**config.mk**
```make
export PLATFORM = sky130hd
export DESIGN_NAME = scwc_top
export DESIGN_NICKNAME = d
export VERILOG_FILES = /design/src/logic/scwc_pkg.sv /design/src/logic/scwc_wake_timer.sv /design/src/logic/scwc_top.sv
export SDC_FILE = /design/constraint.sdc
export NUM_CORES = 1
export LEC_CHECK = 0
export ABC_AREA = 1
export CAP_MARGIN = 20
export CORE_UTILIZATION = 60
export CTS_CLUSTER_DIAMETER = 60
export DETAILED_ROUTE_END_ITERATION = 10
export DONT_BUFFER_PORTS = 1
export PLACE_DENSITY = 0.76
export RECOVER_POWER = 50
export SLEW_MARGIN = 20
export SYNTH_ARGS = -nofsm -noshare
export SYNTH_HDL_FRONTEND = slang
export SYNTH_SLANG_ARGS = --single-unit
```
**constraint.sdc**
```tcl
create_clock -name clk -period 3 [get_ports clk]
set_clock_uncertainty 0.05 [all_clocks]
set_input_delay 0.15 -clock clk [delete_from_list [all_inputs] [get_ports clk]]
set_output_delay 0.15 -clock clk [all_outputs]
set_load 0.02 [all_outputs]
```
**src/logic/scwc_pkg.sv**
```systemverilog
// Package for the sub-clock and wait control block: offsets, fields, resets, timings.
// Assumes an 8-bit register port with byte addresses and a single 200 MHz system clock.

package scwc_pkg;

  // ****************************************
  // Register offsets
  // ****************************************
  localparam logic [7:0] SCWC_OFS_CTRL0 = 8'h00;
  localparam logic [7:0] SCWC_OFS_CTRL1 = 8'h01;
  localparam logic [7:0] SCWC_OFS_CTRL3 = 8'h03;
  localparam logic [7:0] SCWC_OFS_FLASH = 8'h04;
  localparam logic [7:0] SCWC_OFS_VDET2 = 8'h05;
  localparam logic [7:0] SCWC_OFS_STATUS = 8'h06;
  localparam logic [7:0] SCWC_OFS_IRQ_LVL = 8'h08;
  localparam logic [7:0] SCWC_OFS_WAKE_LEN = 8'h10;

  // ****************************************
  // Field positions
  // ****************************************
  localparam int SCWC_B_SUBCLK_STOP = 3;
  localparam int SCWC_B_SUBCLK_PIN_SEL = 4;
  localparam int SCWC_B_CPU_DIV8 = 6;
  localparam int SCWC_B_CPU_SUBCLK = 7;
  localparam int SCWC_B_FEEDBACK_OFF = 2;
  localparam int SCWC_B_DIV_LO = 6;
  localparam int SCWC_B_DIV_HI = 7;
  localparam int SCWC_B_WAIT_ENTRY = 0;
  localparam int SCWC_B_WAKE_SEL = 5;
  localparam int SCWC_B_FLASH_STOP = 7;
  localparam int SCWC_B_LOW_CONS = 5;
  localparam int SCWC_B_ST_STABLE = 0;
  localparam int SCWC_B_ST_OSC_ON = 1;
  localparam int SCWC_B_ST_WAIT = 2;
  localparam int SCWC_B_ST_WAKING = 3;

  // ****************************************
  // Reset values
  // ****************************************
  localparam logic [7:0] SCWC_RST_CTRL0 = 8'h08;
  localparam logic [7:0] SCWC_RST_CTRL1 = 8'h00;
  localparam logic [7:0] SCWC_RST_CTRL3 = 8'h00;
  localparam logic [7:0] SCWC_RST_FLASH = 8'h00;
  localparam logic [7:0] SCWC_RST_VDET2 = 8'h00;
  localparam logic [2:0] SCWC_RST_IRQ_LVL = 3'h0;
  localparam logic [7:0] SCWC_RST_WAKE_LEN = 8'h10;

  // ****************************************
  // Timing counts
  // ****************************************
  localparam logic [3:0] SCWC_STABLE_EDGES = 4'h8;

  // ****************************************
  // Wait sequencing states
  // ****************************************
  typedef enum logic [1:0] {
    SCWC_RUN = 2'b00,
    SCWC_WAIT = 2'b01,
    SCWC_WAKE = 2'b10
  } scwc_mode_t;

  // Wake clock select to {subclk, div8, div_hi, div_lo}
  function automatic logic [3:0] scwc_wake_clk(input logic [2:0] sel);
    logic [3:0] r;
    r = 4'h0;
    case (sel)
      3'h1: r = 4'h1;
      3'h2: r = 4'h2;
      3'h3: r = 4'h3;
      3'h4: r = 4'h4;
      3'h5: r = 4'h8;
      default: r = 4'h0;
    endcase
    return r;
  endfunction : scwc_wake_clk

endpackage : scwc_pkg

```
**src/logic/scwc_wake_timer.sv**
```systemverilog
// Wake latency counter: loads a length on start and pulses done when it runs out.
// Assumes start is a one-cycle pulse from logic on the same clock.
`timescale 1ns/1ps

module scwc_wake_timer #(
  parameter int LEN_W = 8
) (
  // Clock and reset
  input wire logic clk,
  input wire logic rst,
  // Control
  input wire logic start,
  input wire logic [LEN_W-1:0] len,
  // Status
  output logic busy,
  output logic done
);
  import scwc_pkg::*;

  typedef struct packed {
    logic busy;
    logic done;
    logic [LEN_W-1:0] cnt;
  } scwc_tmr_t;

  scwc_tmr_t st_r;
  scwc_tmr_t st_nxt;

  // Count down from the loaded length; a zero length acts as one cycle
  always_comb begin
    st_nxt = st_r;
    st_nxt.done = 1'b0;
    if (start) begin
      st_nxt.busy = 1'b1;
      st_nxt.cnt = (len == '0) ? LEN_W'(1) : len;
    end else if (st_r.busy) begin
      if (st_r.cnt == LEN_W'(1)) begin
        st_nxt.busy = 1'b0;
        st_nxt.done = 1'b1;
      end
      st_nxt.cnt = st_r.cnt - LEN_W'(1);
    end
  end

  // State register
  always_ff @(posedge clk or posedge rst) begin
    if (rst) begin
      st_r <= '0;
    end else begin
      st_r <= st_nxt;
    end
  end

  assign busy = st_r.busy;
  assign done = st_r.done;

endmodule : scwc_wake_timer

```
**src/logic/scwc_top.sv**
```systemverilog
// Sub-clock oscillator control, CPU clock selection and wait mode entry and exit.
// Assumes a same-clock register port, same-clock interrupt requests and stop mode
// indication, and a sub-clock input pin that is asynchronous to clk.
`timescale 1ns/1ps

module scwc_top #(
  parameter int NUM_IRQ = 4,
  parameter int LEN_W = 8
) (
  // Clock and reset
  input wire logic clk,
  input wire logic rst,
  // Register port
  input wire logic [7:0] reg_addr,
  input wire logic [7:0] reg_wdata,
  input wire logic reg_wr,
  input wire logic reg_rd,
  output logic [7:0] reg_rdata,
  // Sub-clock oscillator pins
  input wire logic subclk_in_pin,
  output logic subclk_out_pin,
  output logic subclk_out_oe,
  // Oscillator analog controls
  output logic subclk_osc_en,
  output logic subclk_feedback_en,
  // Power mode
  input wire logic stop_mode,
  // Peripheral interrupts
  input wire logic [NUM_IRQ-1:0] irq_req,
  output logic [NUM_IRQ-1:0] irq_enabled,
  output logic irq_service,
  // Clock selection and gating
  output logic cpu_subclk_sel,
  output logic cpu_div_8,
  output logic [1:0] cpu_div_sel,
  output logic cpu_clk_en,
  output logic periph_clk_en,
  output logic subclk_clk_en,
  output logic wait_active
);
  import scwc_pkg::*;

  // ****************************************
  // State
  // ****************************************
  typedef struct packed {
    // Clock control bits written by software
    logic subclk_stop;
    logic subclk_pin_select;
    logic cpu_div_8_select;
    logic cpu_subclk_select;
    logic subclk_feedback_off;
    logic cpu_div_sel_lo;
    logic cpu_div_sel_hi;
    logic [2:0] wake_clock_sel;

    // Wake latency selection, priority levels and lengths
    logic flash_power_stop;
    logic internal_low_consumption;
    logic [NUM_IRQ*3-1:0] irq_level;
    logic [4*LEN_W-1:0] wake_len;

    // Sequencer state and registered read data
    scwc_mode_t mode;
    logic [7:0] rdata;

    // Pin synchroniser, edge history and stability detector
    logic pin_s1;
    logic pin_s2;
    logic pin_s3;
    logic [3:0] edge_cnt;
    logic stable;
    logic service;
  } scwc_state_t;

  scwc_state_t st_r;
  scwc_state_t st_nxt;

  // ****************************************
  // Derived signals
  // ****************************************
  // Oscillator and wake requests
  logic osc_run;
  logic any_wake;

  // Latency counter handshake and selection
  logic tmr_start;
  logic tmr_busy;
  logic tmr_done;
  logic [1:0] len_idx;
  logic [LEN_W-1:0] sel_len;
  logic [3:0] wake_clk;

  // Read images of the registers
  logic [7:0] ctrl0_val;
  logic [7:0] ctrl1_val;
  logic [7:0] ctrl3_val;
  logic [7:0] status_val;

  // Oscillator runs only when enabled by software and not in stop mode
  assign osc_run = st_r.subclk_pin_select & ~st_r.subclk_stop & ~stop_mode;

  // A source with level 000b neither requests service nor wakes the CPU
  genvar gi;
  generate
    for (gi = 0; gi < NUM_IRQ; gi++) begin : g_irq
      assign irq_enabled[gi] = irq_req[gi] & (st_r.irq_level[gi*3 +: 3] != 3'h0);
    end
  endgenerate

  assign any_wake = |irq_enabled;

  // Wake latency length picked by flash stop and low consumption bits
  assign len_idx = {st_r.flash_power_stop, st_r.internal_low_consumption};
  assign sel_len = st_r.wake_len[len_idx*LEN_W +: LEN_W];
  // Latency counter starts on the WAIT to WAKE step
  assign tmr_start = (st_r.mode == SCWC_WAIT) & any_wake;

  // Clock bits that the wake selection stands for
  assign wake_clk = scwc_wake_clk(st_r.wake_clock_sel);

  // Register images for reads
  always_comb begin
    // Control 0: oscillator, pin function and CPU source
    ctrl0_val = 8'h00;
    ctrl0_val[SCWC_B_SUBCLK_STOP] = st_r.subclk_stop;
    ctrl0_val[SCWC_B_SUBCLK_PIN_SEL] = st_r.subclk_pin_select;
    ctrl0_val[SCWC_B_CPU_DIV8] = st_r.cpu_div_8_select;
    ctrl0_val[SCWC_B_CPU_SUBCLK] = st_r.cpu_subclk_select;

    // Control 1: feedback resistor and division bits
    ctrl1_val = 8'h00;
    ctrl1_val[SCWC_B_FEEDBACK_OFF] = st_r.subclk_feedback_off;
    ctrl1_val[SCWC_B_DIV_LO] = st_r.cpu_div_sel_lo;
    ctrl1_val[SCWC_B_DIV_HI] = st_r.cpu_div_sel_hi;

    // Control 3: wait entry reads 1 until the CPU runs again
    ctrl3_val = 8'h00;
    ctrl3_val[SCWC_B_WAIT_ENTRY] = (st_r.mode != SCWC_RUN);
    ctrl3_val[SCWC_B_WAKE_SEL +: 3] = st_r.wake_clock_sel;

    // Status: stability, oscillator and sequencer state
    status_val = 8'h00;
    status_val[SCWC_B_ST_STABLE] = st_r.stable;
    status_val[SCWC_B_ST_OSC_ON] = osc_run;
    status_val[SCWC_B_ST_WAIT] = (st_r.mode == SCWC_WAIT);
    status_val[SCWC_B_ST_WAKING] = (st_r.mode == SCWC_WAKE);
  end

  // ****************************************
  // Next state
  // ****************************************
  always_comb begin
    int unsigned idx;
    idx = 0;
    st_nxt = st_r;
    st_nxt.service = 1'b0;
    st_nxt.rdata = 8'h00;

    // The wait sequencer runs last, so a wake reload of the clock
    // bits overrides a register write landing in the same cycle

    // Pin synchroniser and activity detector
    // Only the second flop feeds logic; the third is edge history
    st_nxt.pin_s1 = subclk_in_pin;
    st_nxt.pin_s2 = st_r.pin_s1;
    st_nxt.pin_s3 = st_r.pin_s2;
    // Stability is lost whenever the oscillator stops
    if (!osc_run) begin
      st_nxt.edge_cnt = 4'h0;
      st_nxt.stable = 1'b0;
    end else if (st_r.pin_s2 & ~st_r.pin_s3 & ~st_r.stable) begin
      st_nxt.edge_cnt = st_r.edge_cnt + 4'h1;
      if (st_r.edge_cnt + 4'h1 >= SCWC_STABLE_EDGES) begin
        st_nxt.stable = 1'b1;
      end
    end

    // Register writes
    if (reg_wr) begin
      case (reg_addr)
        // Oscillator enable, pin function and CPU source
        SCWC_OFS_CTRL0: begin
          st_nxt.subclk_stop = reg_wdata[SCWC_B_SUBCLK_STOP];
          st_nxt.subclk_pin_select = reg_wdata[SCWC_B_SUBCLK_PIN_SEL];
          st_nxt.cpu_div_8_select = reg_wdata[SCWC_B_CPU_DIV8];
          st_nxt.cpu_subclk_select = reg_wdata[SCWC_B_CPU_SUBCLK];
        end

        // Feedback resistor control and division bits
        SCWC_OFS_CTRL1: begin
          st_nxt.subclk_feedback_off = reg_wdata[SCWC_B_FEEDBACK_OFF];
          st_nxt.cpu_div_sel_lo = reg_wdata[SCWC_B_DIV_LO];
          st_nxt.cpu_div_sel_hi = reg_wdata[SCWC_B_DIV_HI];
        end

        // Wake clock selection; wait entry is refused unless running
        SCWC_OFS_CTRL3: begin
          st_nxt.wake_clock_sel = reg_wdata[SCWC_B_WAKE_SEL +: 3];
          if (reg_wdata[SCWC_B_WAIT_ENTRY] && st_r.mode == SCWC_RUN) begin
            st_nxt.mode = SCWC_WAIT;
          end
        end

        // Flash power stop picks half of the latency table
        SCWC_OFS_FLASH: begin
          st_nxt.flash_power_stop = reg_wdata[SCWC_B_FLASH_STOP];
        end

        // Low consumption picks the other half
        SCWC_OFS_VDET2: begin
          st_nxt.internal_low_consumption = reg_wdata[SCWC_B_LOW_CONS];
        end

        // Priority levels, then latency lengths; other writes are ignored
        default: begin
          if (reg_addr >= SCWC_OFS_IRQ_LVL && reg_addr < SCWC_OFS_IRQ_LVL + 8'(NUM_IRQ)) begin
            idx = 32'(reg_addr - SCWC_OFS_IRQ_LVL);
            st_nxt.irq_level[idx*3 +: 3] = reg_wdata[2:0];
          end else if (reg_addr >= SCWC_OFS_WAKE_LEN && reg_addr < SCWC_OFS_WAKE_LEN + 8'h04) begin
            idx = 32'(reg_addr - SCWC_OFS_WAKE_LEN);
            st_nxt.wake_len[idx*LEN_W +: LEN_W] = LEN_W'(reg_wdata);
          end
        end
      endcase
    end

    // Register reads, answered in the next cycle
    if (reg_rd) begin
      case (reg_addr)
        SCWC_OFS_CTRL0: st_nxt.rdata = ctrl0_val;
        SCWC_OFS_CTRL1: st_nxt.rdata = ctrl1_val;
        SCWC_OFS_CTRL3: st_nxt.rdata = ctrl3_val;
        SCWC_OFS_FLASH: st_nxt.rdata = 8'(st_r.flash_power_stop) << SCWC_B_FLASH_STOP;
        SCWC_OFS_VDET2: st_nxt.rdata = 8'(st_r.internal_low_consumption) << SCWC_B_LOW_CONS;
        // Status is read-only; a write to it is ignored
        SCWC_OFS_STATUS: st_nxt.rdata = status_val;
        default: begin
          if (reg_addr >= SCWC_OFS_IRQ_LVL && reg_addr < SCWC_OFS_IRQ_LVL + 8'(NUM_IRQ)) begin
            idx = 32'(reg_addr - SCWC_OFS_IRQ_LVL);
            st_nxt.rdata = {5'h00, st_r.irq_level[idx*3 +: 3]};
          end else if (reg_addr >= SCWC_OFS_WAKE_LEN && reg_addr < SCWC_OFS_WAKE_LEN + 8'h04) begin
            idx = 32'(reg_addr - SCWC_OFS_WAKE_LEN);
            st_nxt.rdata = 8'(st_r.wake_len[idx*LEN_W +: LEN_W]);
          end
          // Any other address reads as zero
        end
      endcase
    end

    // Wait sequencing
    case (st_r.mode)
      // Running: entry comes from the register write above
      SCWC_RUN: begin
      end

      // Waiting: the first enabled request starts the latency counter
      SCWC_WAIT: begin
        if (any_wake) begin
          st_nxt.mode = SCWC_WAKE;
        end
      end

      // Waking: on done resume, pulse service and reload the clock bits
      SCWC_WAKE: begin
        if (tmr_done) begin
          st_nxt.mode = SCWC_RUN;
          st_nxt.service = 1'b1;
          st_nxt.cpu_subclk_select = wake_clk[3];
          st_nxt.cpu_div_8_select = wake_clk[2];
          st_nxt.cpu_div_sel_hi = wake_clk[1];
          st_nxt.cpu_div_sel_lo = wake_clk[0];
        end
      end

      // Unused code falls back to running
      default: begin
        st_nxt.mode = SCWC_RUN;
      end
    endcase
  end

  // ****************************************
  // Registers
  // ****************************************
  always_ff @(posedge clk or posedge rst) begin
    if (rst) begin
      // Clear everything, then load the named reset values
      st_r <= '0;

      // Oscillator stopped and pin function off until software acts
      st_r.subclk_stop <= SCWC_RST_CTRL0[SCWC_B_SUBCLK_STOP];
      st_r.subclk_pin_select <= SCWC_RST_CTRL0[SCWC_B_SUBCLK_PIN_SEL];

      // CPU source, feedback and division bits
      st_r.cpu_div_8_select <= SCWC_RST_CTRL0[SCWC_B_CPU_DIV8];
      st_r.cpu_subclk_select <= SCWC_RST_CTRL0[SCWC_B_CPU_SUBCLK];
      st_r.subclk_feedback_off <= SCWC_RST_CTRL1[SCWC_B_FEEDBACK_OFF];
      st_r.cpu_div_sel_lo <= SCWC_RST_CTRL1[SCWC_B_DIV_LO];
      st_r.cpu_div_sel_hi <= SCWC_RST_CTRL1[SCWC_B_DIV_HI];

      // Wake selection, latency choice, levels and lengths
      st_r.wake_clock_sel <= SCWC_RST_CTRL3[SCWC_B_WAKE_SEL +: 3];
      st_r.flash_power_stop <= SCWC_RST_FLASH[SCWC_B_FLASH_STOP];
      st_r.internal_low_consumption <= SCWC_RST_VDET2[SCWC_B_LOW_CONS];
      st_r.irq_level <= {NUM_IRQ{SCWC_RST_IRQ_LVL}};
      st_r.wake_len <= {4{LEN_W'(SCWC_RST_WAKE_LEN)}};

      // Sequencer starts in the running state
      st_r.mode <= SCWC_RUN;
    end else begin
      st_r <= st_nxt;
    end
  end

  // ****************************************
  // Wake latency counter
  // ****************************************
  // Start is the WAIT to WAKE pulse; done ends the latency
  scwc_wake_timer #(
    .LEN_W(LEN_W)
  ) scwc_wake_timer_inst (
    .clk(clk),
    .rst(rst),
    .start(tmr_start),
    .len(sel_len),
    .busy(tmr_busy),
    .done(tmr_done)
  );

  // ****************************************
  // Outputs
  // ****************************************
  // Oscillator amplifier drives the return pin only while running
  assign subclk_osc_en = osc_run;
  assign subclk_out_oe = osc_run;
  assign subclk_out_pin = osc_run & ~st_r.pin_s2;
  // Feedback resistor follows its bit while the pin function is on and is always cut in stop mode
  assign subclk_feedback_en = st_r.subclk_pin_select & ~st_r.subclk_feedback_off & ~stop_mode;

  // Clock selection from registers
  assign cpu_subclk_sel = st_r.cpu_subclk_select;
  assign cpu_div_8 = st_r.cpu_div_8_select;
  assign cpu_div_sel = {st_r.cpu_div_sel_hi, st_r.cpu_div_sel_lo};

  // Gating: CPU halts in wait, everything halts in stop
  assign cpu_clk_en = (st_r.mode == SCWC_RUN) & ~stop_mode;
  assign periph_clk_en = ~stop_mode;
  // Sub-clock users wait for a stable oscillator; stop mode cuts it too
  assign subclk_clk_en = osc_run & st_r.stable;

  // Status and data outputs from the state flip-flops
  assign wait_active = (st_r.mode != SCWC_RUN);
  assign irq_service = st_r.service;
  assign reg_rdata = st_r.rdata;

endmodule : scwc_top

```
==> impl_metrics.json <==
{
  "status": "finished with violations",
  "violations": "max-capacitance violations, max-slew violations, negative setup slack",
  "crit_fanout": 5,
  "finalHoldViolCount": 0,
  "min_period_ns": 3.99,
  "tightest_slew_ns": 2.05,
  "insertion_delay_ns": 0.35,
  "die_x_um": 111,
  "yosysWarnings": 0,
  "cpPeakStageDelay_ns": 0.29,
  "setup_viol_count_final": 12,
  "fp-row-count": 39,
  "nFillCells": 886,
  "fin_ws_ns": -0.986,
  "vias_per_cell": 5.90,
  "die-area_um2": 12300,
  "first_global_vias": 7320,
  "fmax_mhz": 251,
  "cts_buffers": 9,
  "synth_nets": 1105,
  "setup-tns-final_ns": -10.61,
  "antenna_left": 0,
  "cp_data_arrival_time_ns": 4.18,
  "internal-power_mw": 2.28,
  "ys_seq_area_share_pct": 30.0,
  "p_comb_share_pct": 35.2,
  "cts.clk_slew.worst_paths_ns": 0.07,
  "htree_levels": 3,
  "p_per_area_nw_per_um2": 409,
  "synth_edf_count": 0,
  "grt_antenna_before_repair": 0,
  "switching_share_pct": 35.7,
  "cpMostUsedCell": "nand2_2",
  "multi_input_area_um2": 4550,
  "drtPass1Iterations": 6,
  "clk_path_buf_depth": 2,
  "cap_violations": 1,
  "die_h_um": 111,
  "cp-start-kind": "input port",
  "finalCritPeriodShare_pct": 133,
  "p_leak_nw": 4.23,
  "gp_congestion": 0.949,
  "seq_area_um2": 2130,
  "syn2layout_area_growth_pct": 22.2,
  "grt_setup_unrepaired": "true",
  "met1_usage_pct": 42.9,
  "grt_overflow_total": 0,
  "slowest_stage": "ha_4",
  "cts_sinks": 85,
  "place_inst": 1225,
  "path_buf_inv": 6,
  "syn_area_per_cell_um2": 6.87,
  "wl_per_cell_um": 17.1,
  "synthFlopType": "dfrtp_1",
  "pwr-share-seq_pct": 33.9,
  "crit_type": "in -> reg",
  "core-area_um2": 11500,
  "wl_mm": 21.8,
  "cts_tree": "built",
  "path_delay_family": "simple AND/OR/NAND/NOR gates",
  "layout-drive-gt1-share_pct": 21.3,
  "synthArstFlopShare_pct": 100,
  "initialDrtViolationCount": 650,
  "synth_area_um2": 7110,
  "final_net_count": 1200,
  "hpwlAfterDp_mm": 14.9,
  "synth-seq-cells": 85,
  "grtUsageMet2_pct": 61.1,
  "grt_pass1_wl_mm": 35.1,
  "synth_area_leaders": "dfrtp_1, nand2_1, inv_1, ha_1, nand3_1",
  "slew_violations": 56,
  "end_kind": "register",
  "drcViolationCount": 0,
  "stdcell_count": 1278,
  "io_pins": 51,
  "port-buffer-count": 0,
  "crit_start": "reg_addr[4]",
  "hp-class": "in -> reg",
  "ys_types": 57,
  "busiest_layer": "met2",
  "use_met3_pct": 5.90,
  "grt_usage_pct": 35.5,
  "ir_drop_v": 0.000499,
  "cts-root-buf": "clkbuf_16",
  "num_vias": 7539,
  "required_ns": 3.20,
  "synth_cells": 1035,
  "slew_headroom_pct": -36.6,
  "diodes": 0,
  "grt_start_max_net_pins": 56,
  "initial_core_util_pct": 62.0,
  "worstHoldStart": "reg_wdata[6]",
  "netSwitchingPower_mw": 1.27,
  "clkPwrFrac_pct": 31.0,
  "synth_top_area_share_pct": 28.1,
  "yosys.area.top_type": "dfrtp_1"
}
path summary, 6_finish.rpt:
check / end / slack [ns] / cells past startpoint
setup reg to reg: scwc_wake_timer_inst.st_r[3] / 0.63 / 8
hold reg to reg: st_nxt[6] / 0.31 / 0
max in group asynchronous: asynchronous set/reset pin / 0.48 / 3
setup / recovery: register / -0.99 / 31
min in group asynchronous: st_r[4] / 0.90 / 2
hold / removal: register / 0.02 / 4
power by group through the flow:
stage	clock (mW)	combinational, mW	sequential [mW]
4_1_cts	1.11	1.14	1.20
3_3_place_gp	0	0.991	1.22
2_1_floorplan	0	0.713	1.21
6_report	1.10	1.25	1.20
5_1_grt	1.15	1.37	1.20
3_5_place_dp	0	0.999	1.22
worst reg2reg max path, delay by kind of cell, from the launching register on:
family	cells	cell delay [ns]
buffers and inverters	3	0.61
DFF	1	0.43
and+or+nand+nor	3	0.40
AOI/OAI and AO/OA	2	0.77
logic make-up (layout without fill, tap and decap cells):
kind of cell / count (synthesis) / in the layout / synth area share, %
AND/OR/NAND/NOR: 520 / 520 / 32.6
buffers and inverters: 193 / 293 / 11.7
multiplexers: 1 / 1 / 0.141
adder cells (fa/ha/maj): 44 / 44 / 7.84
AO/OA/AOI/OAI: 179 / 179 / 15.8
flip-flops: 85 / 85 / 30.0
XOR/XNOR: 13 / 13 / 1.86
cells in the final DEF, fill, tap and decap left out, types with 9 or more instances in the layout:
cell type,synthesis,routed
inv_2,6,13
nor3_1,26,22
buf_4,12,97
o221ai_1,10,10
inv_1,153,139
ha_4,0,14
nor2_1,89,83
o21ai_2,13,15
nor2_2,10,10
nor2_4,3,9
a21oi_1,36,33
clkbuf_16,0,9
ha_1,43,29
nand4_1,28,28
nand2_2,7,21
nand3_2,4,12
o22ai_1,10,10
dlygate4sd3_1,0,15
dfrtp_1,80,80
nand3b_1,9,9
nand2_1,251,234
nand3_1,81,73
o21ai_0,62,62
cell usage after synthesis (all sizes together), types with 2 or more instances:
cell type	n
a21oi	36
nand2	259
clkbuf	11
a22oi	6
nor3	27
a221oi	3
nand3b	9
xor2	10
or2	3
nand4	28
nor2	102
a41oi	8
dfstp	5
buf	21
o22ai	10
a22o	2
o41ai	2
nor4	4
inv	160
dfrtp	80
o31ai	8
o21ai	81
a31oi	3
o211ai	3
xnor2	3
nand3	85
o221ai	10
ha	43
repair_timing:
item	4_1_cts	5_1_grt
gates cloned	0	0
resized for setup	38	40
endpoints found under the setup margin	12	44
setup buffers	17	5
hold buffers	15	0
pin swaps	28	33
endpoints found under the hold margin	89	0
cell type report:
| cell class | count | share of cell area, % |
|---|---|---|
| multi-input cells | 757 | 52.3 |
| flip-flops and latches | 85 | 24.5 |
| repair buffers | 116 | 10.4 |
| inverters | 161 | 7.38 |
| clock buffers | 12 | 2.95 |
| well taps | 143 | 2.06 |
| clock inverters | 4 | 0.360 |
stage by stage:
stage               total power, mW  setup slack (ns)  cell area, um^2  util [%]  hold slack [ns]
floorplan                      1.92            -0.947             7240         -            0.131
global placement               2.21             -1.13             7750      67.6            0.131
detailed placement             2.22             -1.32             7750      67.6            0.131
CTS                            3.45            -0.656             8490      74.1         0.000764
global route                   3.72             -1.25             8700      75.8           0.0170
finish                         3.55            -0.986             8700      75.8           0.0174
layer usage:
| layer | up-vias | share of wire (%) |
|---|---|---|
| met2 | 332 | 49 |
| met3 | 70 | 6.8 |
| met1 | 3505 | 40 |
| met4 | 0 | 3.9 |
| li1 | 3632 | - |
| met5 | - | 0 |
Note: power is estimated with default switching activity, not from simulation.
